===== config.mk =====
export PLATFORM = sky130hd
export DESIGN_NAME = four_pin_port_direction_pull_ctrl
export DESIGN_NICKNAME = d
export VERILOG_FILES = /design/src/rtl/port_ctrl_pkg.sv /design/src/rtl/dir_arbiter.sv /design/src/rtl/four_pin_port_direction_pull_ctrl.sv /design/src/rtl/pin_input_sync.sv
export SDC_FILE = /design/constraint.sdc
export NUM_CORES = 1
export LEC_CHECK = 0
export BUFFER_PORTS_ARGS = -buffer_cell sky130_fd_sc_hd__buf_2
export CORE_MARGIN = 2
export CORE_UTILIZATION = 45
export CTS_BUF_LIST = sky130_fd_sc_hd__clkbuf_8
export CTS_CLUSTER_DIAMETER = 120
export CTS_CLUSTER_SIZE = 25
export DETAILED_ROUTE_END_ITERATION = 12
export HOLD_SLACK_MARGIN = 0.08
export MAX_ROUTING_LAYER = met4
export PLACE_DENSITY_LB_ADDON = 0.12
export SLEW_MARGIN = 10
export SYNTH_ARGS = -nofsm -noshare
export SYNTH_HDL_FRONTEND = slang
export SYNTH_SLANG_ARGS = --single-unit

===== constraint.sdc =====
create_clock -name pclk -period 3.8 [get_ports pclk]
set_input_delay 0.76 -clock pclk [delete_from_list [all_inputs] [get_ports pclk]]
set_output_delay 0.76 -clock pclk [all_outputs]
set_load 0.01 [all_outputs]

===== src/rtl/port_ctrl_pkg.sv =====
`default_nettype none
package port_ctrl_pkg;

	// ------------------------------------------------------------
	// Geometry
	// ------------------------------------------------------------
	localparam int unsigned NUM_PINS = 4;
	localparam int unsigned ADDR_W = 12;
	localparam int unsigned DATA_W = 32;

	// ------------------------------------------------------------
	// Register map (byte addresses, one aligned word each)
	// ------------------------------------------------------------
	localparam logic [11:0] OFS_OUTPUT_LATCH = 12'h000;
	localparam logic [11:0] OFS_PIN_INPUT_VIEW = 12'h004;
	localparam logic [11:0] OFS_PIN_DIRECTION = 12'h008;
	localparam logic [11:0] OFS_PULL_ENABLE = 12'h00c;
	localparam logic [11:0] OFS_PULL_POLARITY = 12'h010;
	localparam logic [11:0] OFS_PERIPH_STATUS = 12'h014;

	// ------------------------------------------------------------
	// Reset values
	// ------------------------------------------------------------
	localparam logic [3:0] RST_OUTPUT_LATCH = 4'h0;
	localparam logic [3:0] RST_PIN_DIRECTION = 4'h0;
	localparam logic [3:0] RST_PULL_ENABLE = 4'h0;
	localparam logic [3:0] RST_PULL_POLARITY = 4'h0;

	// ------------------------------------------------------------
	// Pin positions of the shared functions
	// ------------------------------------------------------------
	localparam int unsigned PIN_SPI_HI = 3;
	localparam int unsigned PIN_SPI_LO = 2;
	localparam int unsigned PIN_LIN_TX = 3;
	localparam int unsigned PIN_LIN_RX = 2;
	localparam int unsigned PIN_SER_HI = 1;
	localparam int unsigned PIN_SER_LO = 0;

	// Synchroniser depth on pin inputs
	localparam int unsigned SYNC_STAGES = 3;

	// Direction source that won a pin
	typedef enum logic [2:0] {
		SRC_GPIO,
		SRC_TIMER,
		SRC_LIN,
		SRC_SERIAL,
		SRC_SPI
	} dir_src_t;

endpackage : port_ctrl_pkg
`default_nettype wire

===== src/rtl/dir_arbiter.sv =====
`timescale 1ns/1ps
`default_nettype none
// ------------------------------------------------------------
// Per-pin direction arbitration
// ------------------------------------------------------------
module dir_arbiter (
	input wire logic [3:0] pin_direction,
	input wire logic spi_en,
	input wire logic [1:0] spi_dir,
	input wire logic lin_en,
	input wire logic serial_en,
	input wire logic [1:0] serial_dir,
	input wire logic lin_direct_drive_en,
	input wire logic [3:0] timer_oc_en,
	output logic [3:0] dir_eff,
	output port_ctrl_pkg::dir_src_t src [4]
);
	import port_ctrl_pkg::*;

	always_comb begin
		for (int i = 0; i < 4; i++) begin
			dir_eff[i] = pin_direction[i];
			src[i] = SRC_GPIO;
			if (timer_oc_en[i]) begin
				dir_eff[i] = 1'b1;
				src[i] = SRC_TIMER;
			end
		end
		// Upper pair: SPI outranks LIN, LIN outranks timer
		if (lin_en) begin
			dir_eff[PIN_LIN_TX] = 1'b0;
			dir_eff[PIN_LIN_RX] = 1'b1;
			src[PIN_LIN_TX] = SRC_LIN;
			src[PIN_LIN_RX] = SRC_LIN;
		end
		if (spi_en) begin
			dir_eff[PIN_SPI_HI] = spi_dir[1];
			dir_eff[PIN_SPI_LO] = spi_dir[0];
			src[PIN_SPI_HI] = SRC_SPI;
			src[PIN_SPI_LO] = SRC_SPI;
		end
		// Lower pair: direct drive uses pin 1 only
		if (lin_direct_drive_en) begin
			dir_eff[PIN_SER_HI] = 1'b1;
			src[PIN_SER_HI] = SRC_LIN;
		end
		if (serial_en) begin
			dir_eff[PIN_SER_HI] = serial_dir[1];
			dir_eff[PIN_SER_LO] = serial_dir[0];
			src[PIN_SER_HI] = SRC_SERIAL;
			src[PIN_SER_LO] = SRC_SERIAL;
		end
	end

endmodule : dir_arbiter
`default_nettype wire


===== src/rtl/four_pin_port_direction_pull_ctrl.sv =====
`timescale 1ns/1ps
`default_nettype none
module four_pin_port_direction_pull_ctrl (
	input wire logic pclk,
	input wire logic presetn,
	// ------------------------------------------------------------
	// APB slave
	// ------------------------------------------------------------
	input wire logic psel,
	input wire logic penable,
	input wire logic pwrite,
	input wire logic [port_ctrl_pkg::ADDR_W-1:0] paddr,
	input wire logic [port_ctrl_pkg::DATA_W-1:0] pwdata,
	input wire logic [3:0] pstrb,
	output logic [port_ctrl_pkg::DATA_W-1:0] prdata,
	output logic pready,
	output logic pslverr,
	// ------------------------------------------------------------
	// Pins
	// ------------------------------------------------------------
	input wire logic [3:0] pin_in,
	input wire logic [3:0] periph_out,
	output logic [3:0] pin_out,
	output logic [3:0] pin_oe_n,
	output logic [3:0] pull_on,
	output logic [3:0] pull_down,
	// ------------------------------------------------------------
	// Peripheral direction claims
	// ------------------------------------------------------------
	input wire logic spi_en,
	input wire logic [1:0] spi_dir,
	input wire logic lin_en,
	input wire logic serial_en,
	input wire logic [1:0] serial_dir,
	input wire logic lin_direct_drive_en,
	input wire logic [3:0] timer_oc_en
);
	import port_ctrl_pkg::*;

	// ------------------------------------------------------------
	// State
	// ------------------------------------------------------------
	logic [3:0] port_output_latch_q;
	logic [3:0] pin_direction_q;
	logic [3:0] pull_enable_q;
	logic [3:0] pull_polarity_q;
	logic [3:0] pin_sync;
	logic [3:0] dir_eff;
	dir_src_t src [4];
	logic [3:0] claimed;
	logic [DATA_W-1:0] prdata_d;
	logic wr_fire;
	logic rd_fire;
	logic mapped;

	function automatic logic [DATA_W-1:0] zext4(input logic [3:0] v);
		return {{(DATA_W-4){1'b0}}, v};
	endfunction : zext4

	// ------------------------------------------------------------
	// Input synchroniser and direction arbitration
	// ------------------------------------------------------------
	pin_input_sync #(
		.WIDTH(NUM_PINS)
	) u_sync (
		.pclk(pclk),
		.presetn(presetn),
		.pin_async(pin_in),
		.pin_sync(pin_sync)
	);

	dir_arbiter u_arb (
		.pin_direction(pin_direction_q),
		.spi_en(spi_en),
		.spi_dir(spi_dir),
		.lin_en(lin_en),
		.serial_en(serial_en),
		.serial_dir(serial_dir),
		.lin_direct_drive_en(lin_direct_drive_en),
		.timer_oc_en(timer_oc_en),
		.dir_eff(dir_eff),
		.src(src)
	);

	// ------------------------------------------------------------
	// APB decode: zero wait states, answer in the access cycle
	// ------------------------------------------------------------
	assign pready = 1'b1;
	assign wr_fire = psel && penable && pwrite;
	assign rd_fire = psel && !penable && !pwrite;

	always_comb begin
		mapped = 1'b1;
		unique case (paddr)
			OFS_OUTPUT_LATCH,
			OFS_PIN_INPUT_VIEW,
			OFS_PIN_DIRECTION,
			OFS_PULL_ENABLE,
			OFS_PULL_POLARITY,
			OFS_PERIPH_STATUS: mapped = 1'b1;
			default: mapped = 1'b0;
		endcase
	end

	// Unmapped addresses and writes to read-only words error out
	assign pslverr = psel && penable && (!mapped ||
		(pwrite && (paddr == OFS_PIN_INPUT_VIEW || paddr == OFS_PERIPH_STATUS)));

	// ------------------------------------------------------------
	// Writable registers; only byte lane 0 carries data
	// ------------------------------------------------------------
	always_ff @(posedge pclk or negedge presetn) begin
		if (!presetn) begin
			port_output_latch_q <= RST_OUTPUT_LATCH;
		end else if (wr_fire && pstrb[0] && paddr == OFS_OUTPUT_LATCH) begin
			port_output_latch_q <= pwdata[3:0];
		end
	end

	// Only software writes reach this; peripherals never touch it
	always_ff @(posedge pclk or negedge presetn) begin
		if (!presetn) begin
			pin_direction_q <= RST_PIN_DIRECTION;
		end else if (wr_fire && pstrb[0] && paddr == OFS_PIN_DIRECTION) begin
			pin_direction_q <= pwdata[3:0];
		end
	end

	always_ff @(posedge pclk or negedge presetn) begin
		if (!presetn) begin
			pull_enable_q <= RST_PULL_ENABLE;
		end else if (wr_fire && pstrb[0] && paddr == OFS_PULL_ENABLE) begin
			pull_enable_q <= pwdata[3:0];
		end
	end

	always_ff @(posedge pclk or negedge presetn) begin
		if (!presetn) begin
			pull_polarity_q <= RST_PULL_POLARITY;
		end else if (wr_fire && pstrb[0] && paddr == OFS_PULL_POLARITY) begin
			pull_polarity_q <= pwdata[3:0];
		end
	end

	// ------------------------------------------------------------
	// Read path: data registered in setup, valid in access phase
	// ------------------------------------------------------------
	always_comb begin
		for (int i = 0; i < 4; i++) begin
			claimed[i] = (src[i] != SRC_GPIO);
		end
	end

	always_comb begin
		prdata_d = '0;
		unique case (paddr)
			OFS_OUTPUT_LATCH: prdata_d = zext4((pin_direction_q & port_output_latch_q) |
				(~pin_direction_q & pin_sync));
			OFS_PIN_INPUT_VIEW: prdata_d = zext4(pin_sync);
			OFS_PIN_DIRECTION: prdata_d = zext4(pin_direction_q);
			OFS_PULL_ENABLE: prdata_d = zext4(pull_enable_q);
			OFS_PULL_POLARITY: prdata_d = zext4(pull_polarity_q);
			OFS_PERIPH_STATUS: prdata_d = {{(DATA_W-8){1'b0}}, claimed, dir_eff};
			default: prdata_d = '0;
		endcase
	end

	always_ff @(posedge pclk or negedge presetn) begin
		if (!presetn) begin
			prdata <= '0;
		end else if (rd_fire) begin
			prdata <= prdata_d;
		end
	end

	// ------------------------------------------------------------
	// Pad control
	// ------------------------------------------------------------
	// Registered pads avoid glitches when overrides switch
	always_ff @(posedge pclk or negedge presetn) begin
		if (!presetn) begin
			pin_oe_n <= 4'hf;
			pin_out <= 4'h0;
		end else begin
			pin_oe_n <= ~dir_eff;
			for (int i = 0; i < 4; i++) begin
				pin_out[i] <= claimed[i] ? periph_out[i] : port_output_latch_q[i];
			end
		end
	end

	// Pull only on pins that really act as inputs
	always_ff @(posedge pclk or negedge presetn) begin
		if (!presetn) begin
			pull_on <= 4'h0;
			pull_down <= 4'h0;
		end else begin
			pull_on <= pull_enable_q & ~dir_eff;
			pull_down <= pull_enable_q & ~dir_eff & pull_polarity_q;
		end
	end

endmodule : four_pin_port_direction_pull_ctrl
`default_nettype wire


===== src/rtl/pin_input_sync.sv =====
`timescale 1ns/1ps
`default_nettype none
// ------------------------------------------------------------
// Pin input synchroniser: three stages, change accepted when
// the second and third stages agree
// ------------------------------------------------------------
module pin_input_sync #(
	parameter int unsigned WIDTH = 4
) (
	input wire logic pclk,
	input wire logic presetn,
	input wire logic [WIDTH-1:0] pin_async,
	output logic [WIDTH-1:0] pin_sync
);
	import port_ctrl_pkg::*;

	logic [WIDTH-1:0] meta_q;
	logic [WIDTH-1:0] s2_q;
	logic [WIDTH-1:0] s3_q;

	// First stage is read by the second stage only
	always_ff @(posedge pclk or negedge presetn) begin
		if (!presetn) begin
			meta_q <= '0;
			s2_q <= '0;
			s3_q <= '0;
		end else begin
			meta_q <= pin_async;
			s2_q <= meta_q;
			s3_q <= s2_q;
		end
	end

	always_ff @(posedge pclk or negedge presetn) begin
		if (!presetn) begin
			pin_sync <= '0;
		end else begin
			for (int i = 0; i < WIDTH; i++) begin
				if (s2_q[i] == s3_q[i]) begin
					pin_sync[i] <= s3_q[i];
				end
			end
		end
	end

endmodule : pin_input_sync
`default_nettype wire


# == After elaboration in Yosys (flattened, before gate mapping) ==
# Cells that the tools add are included.
# totals
regBits,80
in_bits,73
out_inout_bits,50
wordCells,76
# classes
n_eq_ne,9
mux,22
n_bitwise,7
n_reduce_logical,22
# ops
operator,n
$pmux W8 S6,1
$eq A12 B4 Y1 const B,2
$eq A12 B5 Y1 const B,2
$and A4 B4 Y4,4
$mux W1,14
$eq A12 B3 Y1 const B,1
$logic_not A12 Y1,1
$reduce_bool A3 Y1,4
$logic_and A1 B1 Y1,11
$mux W5,2
$mux W2,4
$not A4 Y4,2
$mux W6,1
$reduce_or A6 Y1,1
$eq A1 B1 Y1,4
$or A4 B4 Y4,1
$logic_not A1 Y1,3
$logic_or A1 B1 Y1,2

# == Logic depth before layout (Yosys ltp) ==
# depth
word_depth,6
mapped_depth,6
ltp_nobuf,4

# == Modules after synthesis ==
# Synthesis repeated with hierarchy kept, for this count alone.
# unflattened
hier_cells,216
area_unflattened_um2,2597.5
# by_module_without_submodules
module,instances,cells_each,area_per_inst_um2,seq_area_each_um2
four_pin_port_direction_pull_ctrl,1,171,2001.9,1006.0
pin_input_sync,1,20,445.4,400.4
dir_arbiter,1,25,150.1,0.0

# == Worst setup path before layout ==
# OpenSTA, ideal clock, no wires.
# synth_path
kind,input-to-output
from,input port paddr[9] (netlist bit)
to,output port pslverr
arrival_ns,1.716
slack_ns,1.324
stages,3
cell_sequence,or4_4 nor4_1 a21oi_1
# synth_via
elab_chain_cells,6
elab_cells_between_ends,13
# synth_lines
element,line_no,rtl
from (decl),four_pin_port_direction_pull_ctrl.sv:12,"input wire logic [port_ctrl_pkg::ADDR_W-1:0] paddr,"
$eq A12 B3 Y1 (tied with other cells),"four_pin_port_direction_pull_ctrl.sv:94, four_pin_port_direction_pull_ctrl.sv:107",
$reduce_or A6 Y1,four_pin_port_direction_pull_ctrl.sv:94,unique case (paddr)
$mux W1,four_pin_port_direction_pull_ctrl.sv:94,
$logic_not A1 Y1,four_pin_port_direction_pull_ctrl.sv:106,assign pslverr = psel && penable && (!mapped ||
$logic_or A1 B1 Y1 (*),four_pin_port_direction_pull_ctrl.sv:106,
$logic_and A1 B1 Y1 (*),four_pin_port_direction_pull_ctrl.sv:106,
to (decl),four_pin_port_direction_pull_ctrl.sv:17,"output logic pslverr,"
# Mark *: on every way between the ends. The rest lies on a longest branch, timed or not.

# == Final worst setup path ==
# Same ends and word-level chain as after synthesis.

==> reports/results.txt <==
The flow ran to the end, and the final reports show no timing, DRC or antenna violations. The critical-path maximum fanout is 5. Summing every instance area after synthesis gives 2522 um^2. The final layout contains routed wiring with a total length of 5029 um. Counting distinct cell types in the post-synthesis netlist gives 48. Dividing the synthesized area by the synthesized cell count gives 12.07 um^2. The HPWL after detailed placement is 3952 um.

123 I/O pins were placed. Walking the worst path, the cells encountered are buf_2 -> or4_4 -> nor4_1 -> a21oi_1 -> buf_2. At the worst endpoint, the arrival time is 2.11 ns. From synthesis to final layout, the design area changed by 15.97%. In this run the worst hold path is classified as reg2reg. The detailed router placed 1,757 vias in this run. The most used flip-flop cell after synthesis is sky130_fd_sc_hd__dfrtp_1. The tools report the DRC violation total after the first TritonRoute iteration as 114.

At the pin with the least slew margin, the transition time is 0.8587 ns. The run gives 17.73% as the total track usage. The die is 78.87 um wide. Cells with a size suffix above 1 make up 37.63% of the layout. The first-pass GRT wire length is 8266 um, and the ratio of final minimum period to clock period is 75.43%.

The floorplan step defined a die boundary enclosing 6220 um^2. sky130_fd_sc_hd__dfrtp_1 is the most common cell in the netlist. Number of enable-type register cells in the synthesized netlist: 0.

Counting every sink on the clock net gives 56. The number of gates resized after CTS was 0. The register with the most flip-flops in the final layout is prdata.

For the total number of nets in the final design, the log shows 352. The largest area contributor in the netlist was sky130_fd_sc_hd__dfrtp_1. Dividing the detail-routed wire length by the instance count gives 14.33 um. The hold-fix buffer count after cts came out at 0. During synthesis, Yosys emitted a total of 0 warnings. The critical path data required time is 3.04 ns, and the maximum clock rate is 348.9 MHz. Critical path start-end classification: in2out. Entering global routing, the biggest net connects 39 pins. The logs give 0.30 ns for the clock latency reported for the late side of the worst-skew pair and 2925 um^2 for the post-route cell area.

The overflow left after global routing came out at 0. The clock period minus final worst setup slack is 2.866 ns. The core region is 5473 um^2. The clock tree synthesis step divided the H-tree into 2 levels.

Synthesis produced 209 cells. Setup violations remaining at the end of the flow were counted as 0. The tools report the maximum number of buffers from clock root to sink as 2. In this run, synthesis produced a sequential element count of 56. The buffers plus inverters on the worst setup path was 2. For this configuration, the core starts out at a cell density of 46.09%.

The path with the worst hold slack has its endpoint at u_sync.s2_q[2]$_DFF_PN0_. After synthesis, the largest area contributor takes up 51.59% of total cell area. For this run, the detailed router's first-pass iteration total came to 4.

The hold violation count in the final report was 0. The remaining antenna violation count after routing was 0. The largest single stage delay on the critical path is 0.58 ns.

The worst hold path passes through 0 cells. The worst hold path begins at u_sync.meta_q[2]$_DFF_PN0_. In this run the core area contains 27 standard-cell rows. The post-detailed-route via-to-cell ratio was 5.006.

Sequential cells were found to cover 55.75% of the synthesized design area. Setup repair after global routing left no endpoint under its margin. The logs give 0 for the number of diodes and 1,718 for the via count of the first global-routing pass. After synthesis, the most frequently instantiated cells are sky130_fd_sc_hd__dfrtp_1, sky130_fd_sc_hd__buf_4, sky130_fd_sc_hd__mux2_2, sky130_fd_sc_hd__nand2_1, sky130_fd_sc_hd__o21ai_0.

The endpoint identified for the worst register-to-register timing path is prdata[2]$_DFFE_PN0P_. The worst setup path is captured at a primary output. Measured against its own limit, the worst slew margin works out to 42.23%. The fraction of registers with async set/reset is 100.0%, and the worst clock skew is 0.007231 ns.

Counting stages on the worst path, the most repeated cell is sky130_fd_sc_hd__buf_2. The cell type group with the largest total delay on the critical path was simple AND/OR/NAND/NOR gates. The height of the chip was 78.87 um. The worst reg-to-reg path cell count came out at 3.

The highest ir drop seen on vdd was 182.4 uV; the leakage power summed over all cells was 1.453 nW. The cell at the root of the clock tree is sky130_fd_sc_hd__clkbuf_8. The logs give 0.8888 for the routability congestion estimate and 0 for the buffers inserted during post-CTS setup optimization. The setup TNS is 0 ns. For this design, the slowest cell found on the critical path is sky130_fd_sc_hd__or4_4.

The tools report the max-slew violation count as 0. The flip-flop count of the largest register, all copies and words added was 8. TritonCTS built the clock tree.

Number of antenna violations at the first check in global routing: 0. For flop-to-flop paths, the worst setup slack is 2.26 ns. The category of the worst setup path launch point was an input port. The worst register-to-register path begins at pin_direction_q[2]$_DFFE_PN0P_.

The count of buffers added on input and output ports is 66. The area after detailed placement was 2844 um^2; the total power per unit cell area was 356.7 nW/um^2. For this run, design rule violations remaining after detail routing come to 0. Across the run, the number of max-cap violations was 0. Clock tree synthesis inserted a total of 5 buffers. By area the synthesized netlist is led by sky130_fd_sc_hd__dfrtp_1, sky130_fd_sc_hd__mux2_2, sky130_fd_sc_hd__buf_4, sky130_fd_sc_hd__dfstp_2, sky130_fd_sc_hd__nand2_1. Clock-pin slew was measured on the worst setup and hold paths at 0.09 ns.
==> report_power, final <==
part           internal [W]  switching, W  leakage (nW)
combinational     0.0000446     0.0000686         0.695
sequential         0.000619     0.0000101         0.718
clock              0.000125      0.000176        0.0400
==> cell type report <==
| type | instances | area, um^2 |
|---|---|---|
| multi-input cells | 148 | 1002 |
| repair buffers | 68 | 345.3 |
| clock inverters | 2 | 12.51 |
| clock buffers | 5 | 68.82 |
| well taps | 72 | 90.09 |
| flip-flops and latches | 56 | 1406 |
| fillers | 532 | 2547 |
==> kinds of logic after synthesis <==
group	Yosys count	share of synthesized area (%)
multiplexers	26	11.41
flip-flops	56	55.75
AO/OA/AOI/OAI	26	7.093
buffers and inverters	28	7.936
adder cells (fa/ha/maj)	4	1.587
other	2	0.2977
AND/OR/NAND/NOR	67	15.92
==> cells in the final DEF (no fill, tap or decap), drive strengths merged, types with 3 or more instances in the layout <==
cell,instances
mux2,22
nor4,4
and2,5
and3,5
buf,68
nand2b,4
o21ai,8
clkbuf,5
conb,25
nand2,15
nor2,6
nor3,5
a31oi,4
nand3,4
dfrtp,52
dfstp,4
nor2b,4
or4,3
maj3,4
mux2i,4
==> worst reg2reg max path: cells and delay by family (launching register included) <==
| family | cells | cell delay, ns |
|---|---|---|
| DFF | 1 | 0.44 |
| and+or+nand+nor | 1 | 0.19 |
| AOI/OAI and AO/OA | 2 | 0.75 |
==> how the worst max path moves through the flow <==
stage	start	to	slack (ns)	cells past startpoint
detailed placement	paddr[9]	pslverr	0.99	5
global placement	paddr[9]	pslverr	0.97	5
global route	paddr[9]	pslverr	0.87	5
floorplan	paddr[9]	pslverr	1.32	3
CTS	paddr[9]	pslverr	0.99	5
finish	paddr[9]	pslverr	0.93	5
==> per-layer routing <==
layer	track usage [%]	wire, um
met4	7.759	132
met3	2.500	268
met2	27.52	2331
met5	-	0
met1	23.50	2296
==> stage by stage <==
step	power (W)	util [%]	instances	hold slack [ns]	setup WS, ns
finish	0.001043	53.45	351	0.3580	0.9338
global route	0.001096	53.45	351	0.3665	0.8728
CTS	0.001057	53.45	351	0.3629	0.9890
detailed placement	0.0007548	51.97	344	0.3403	0.9901
global placement	0.0007537	51.97	344	0.3344	0.9662
floorplan	0.0007118	-	232	0.3312	1.324
No activity file was read; power rests on OpenSTA's default activity.
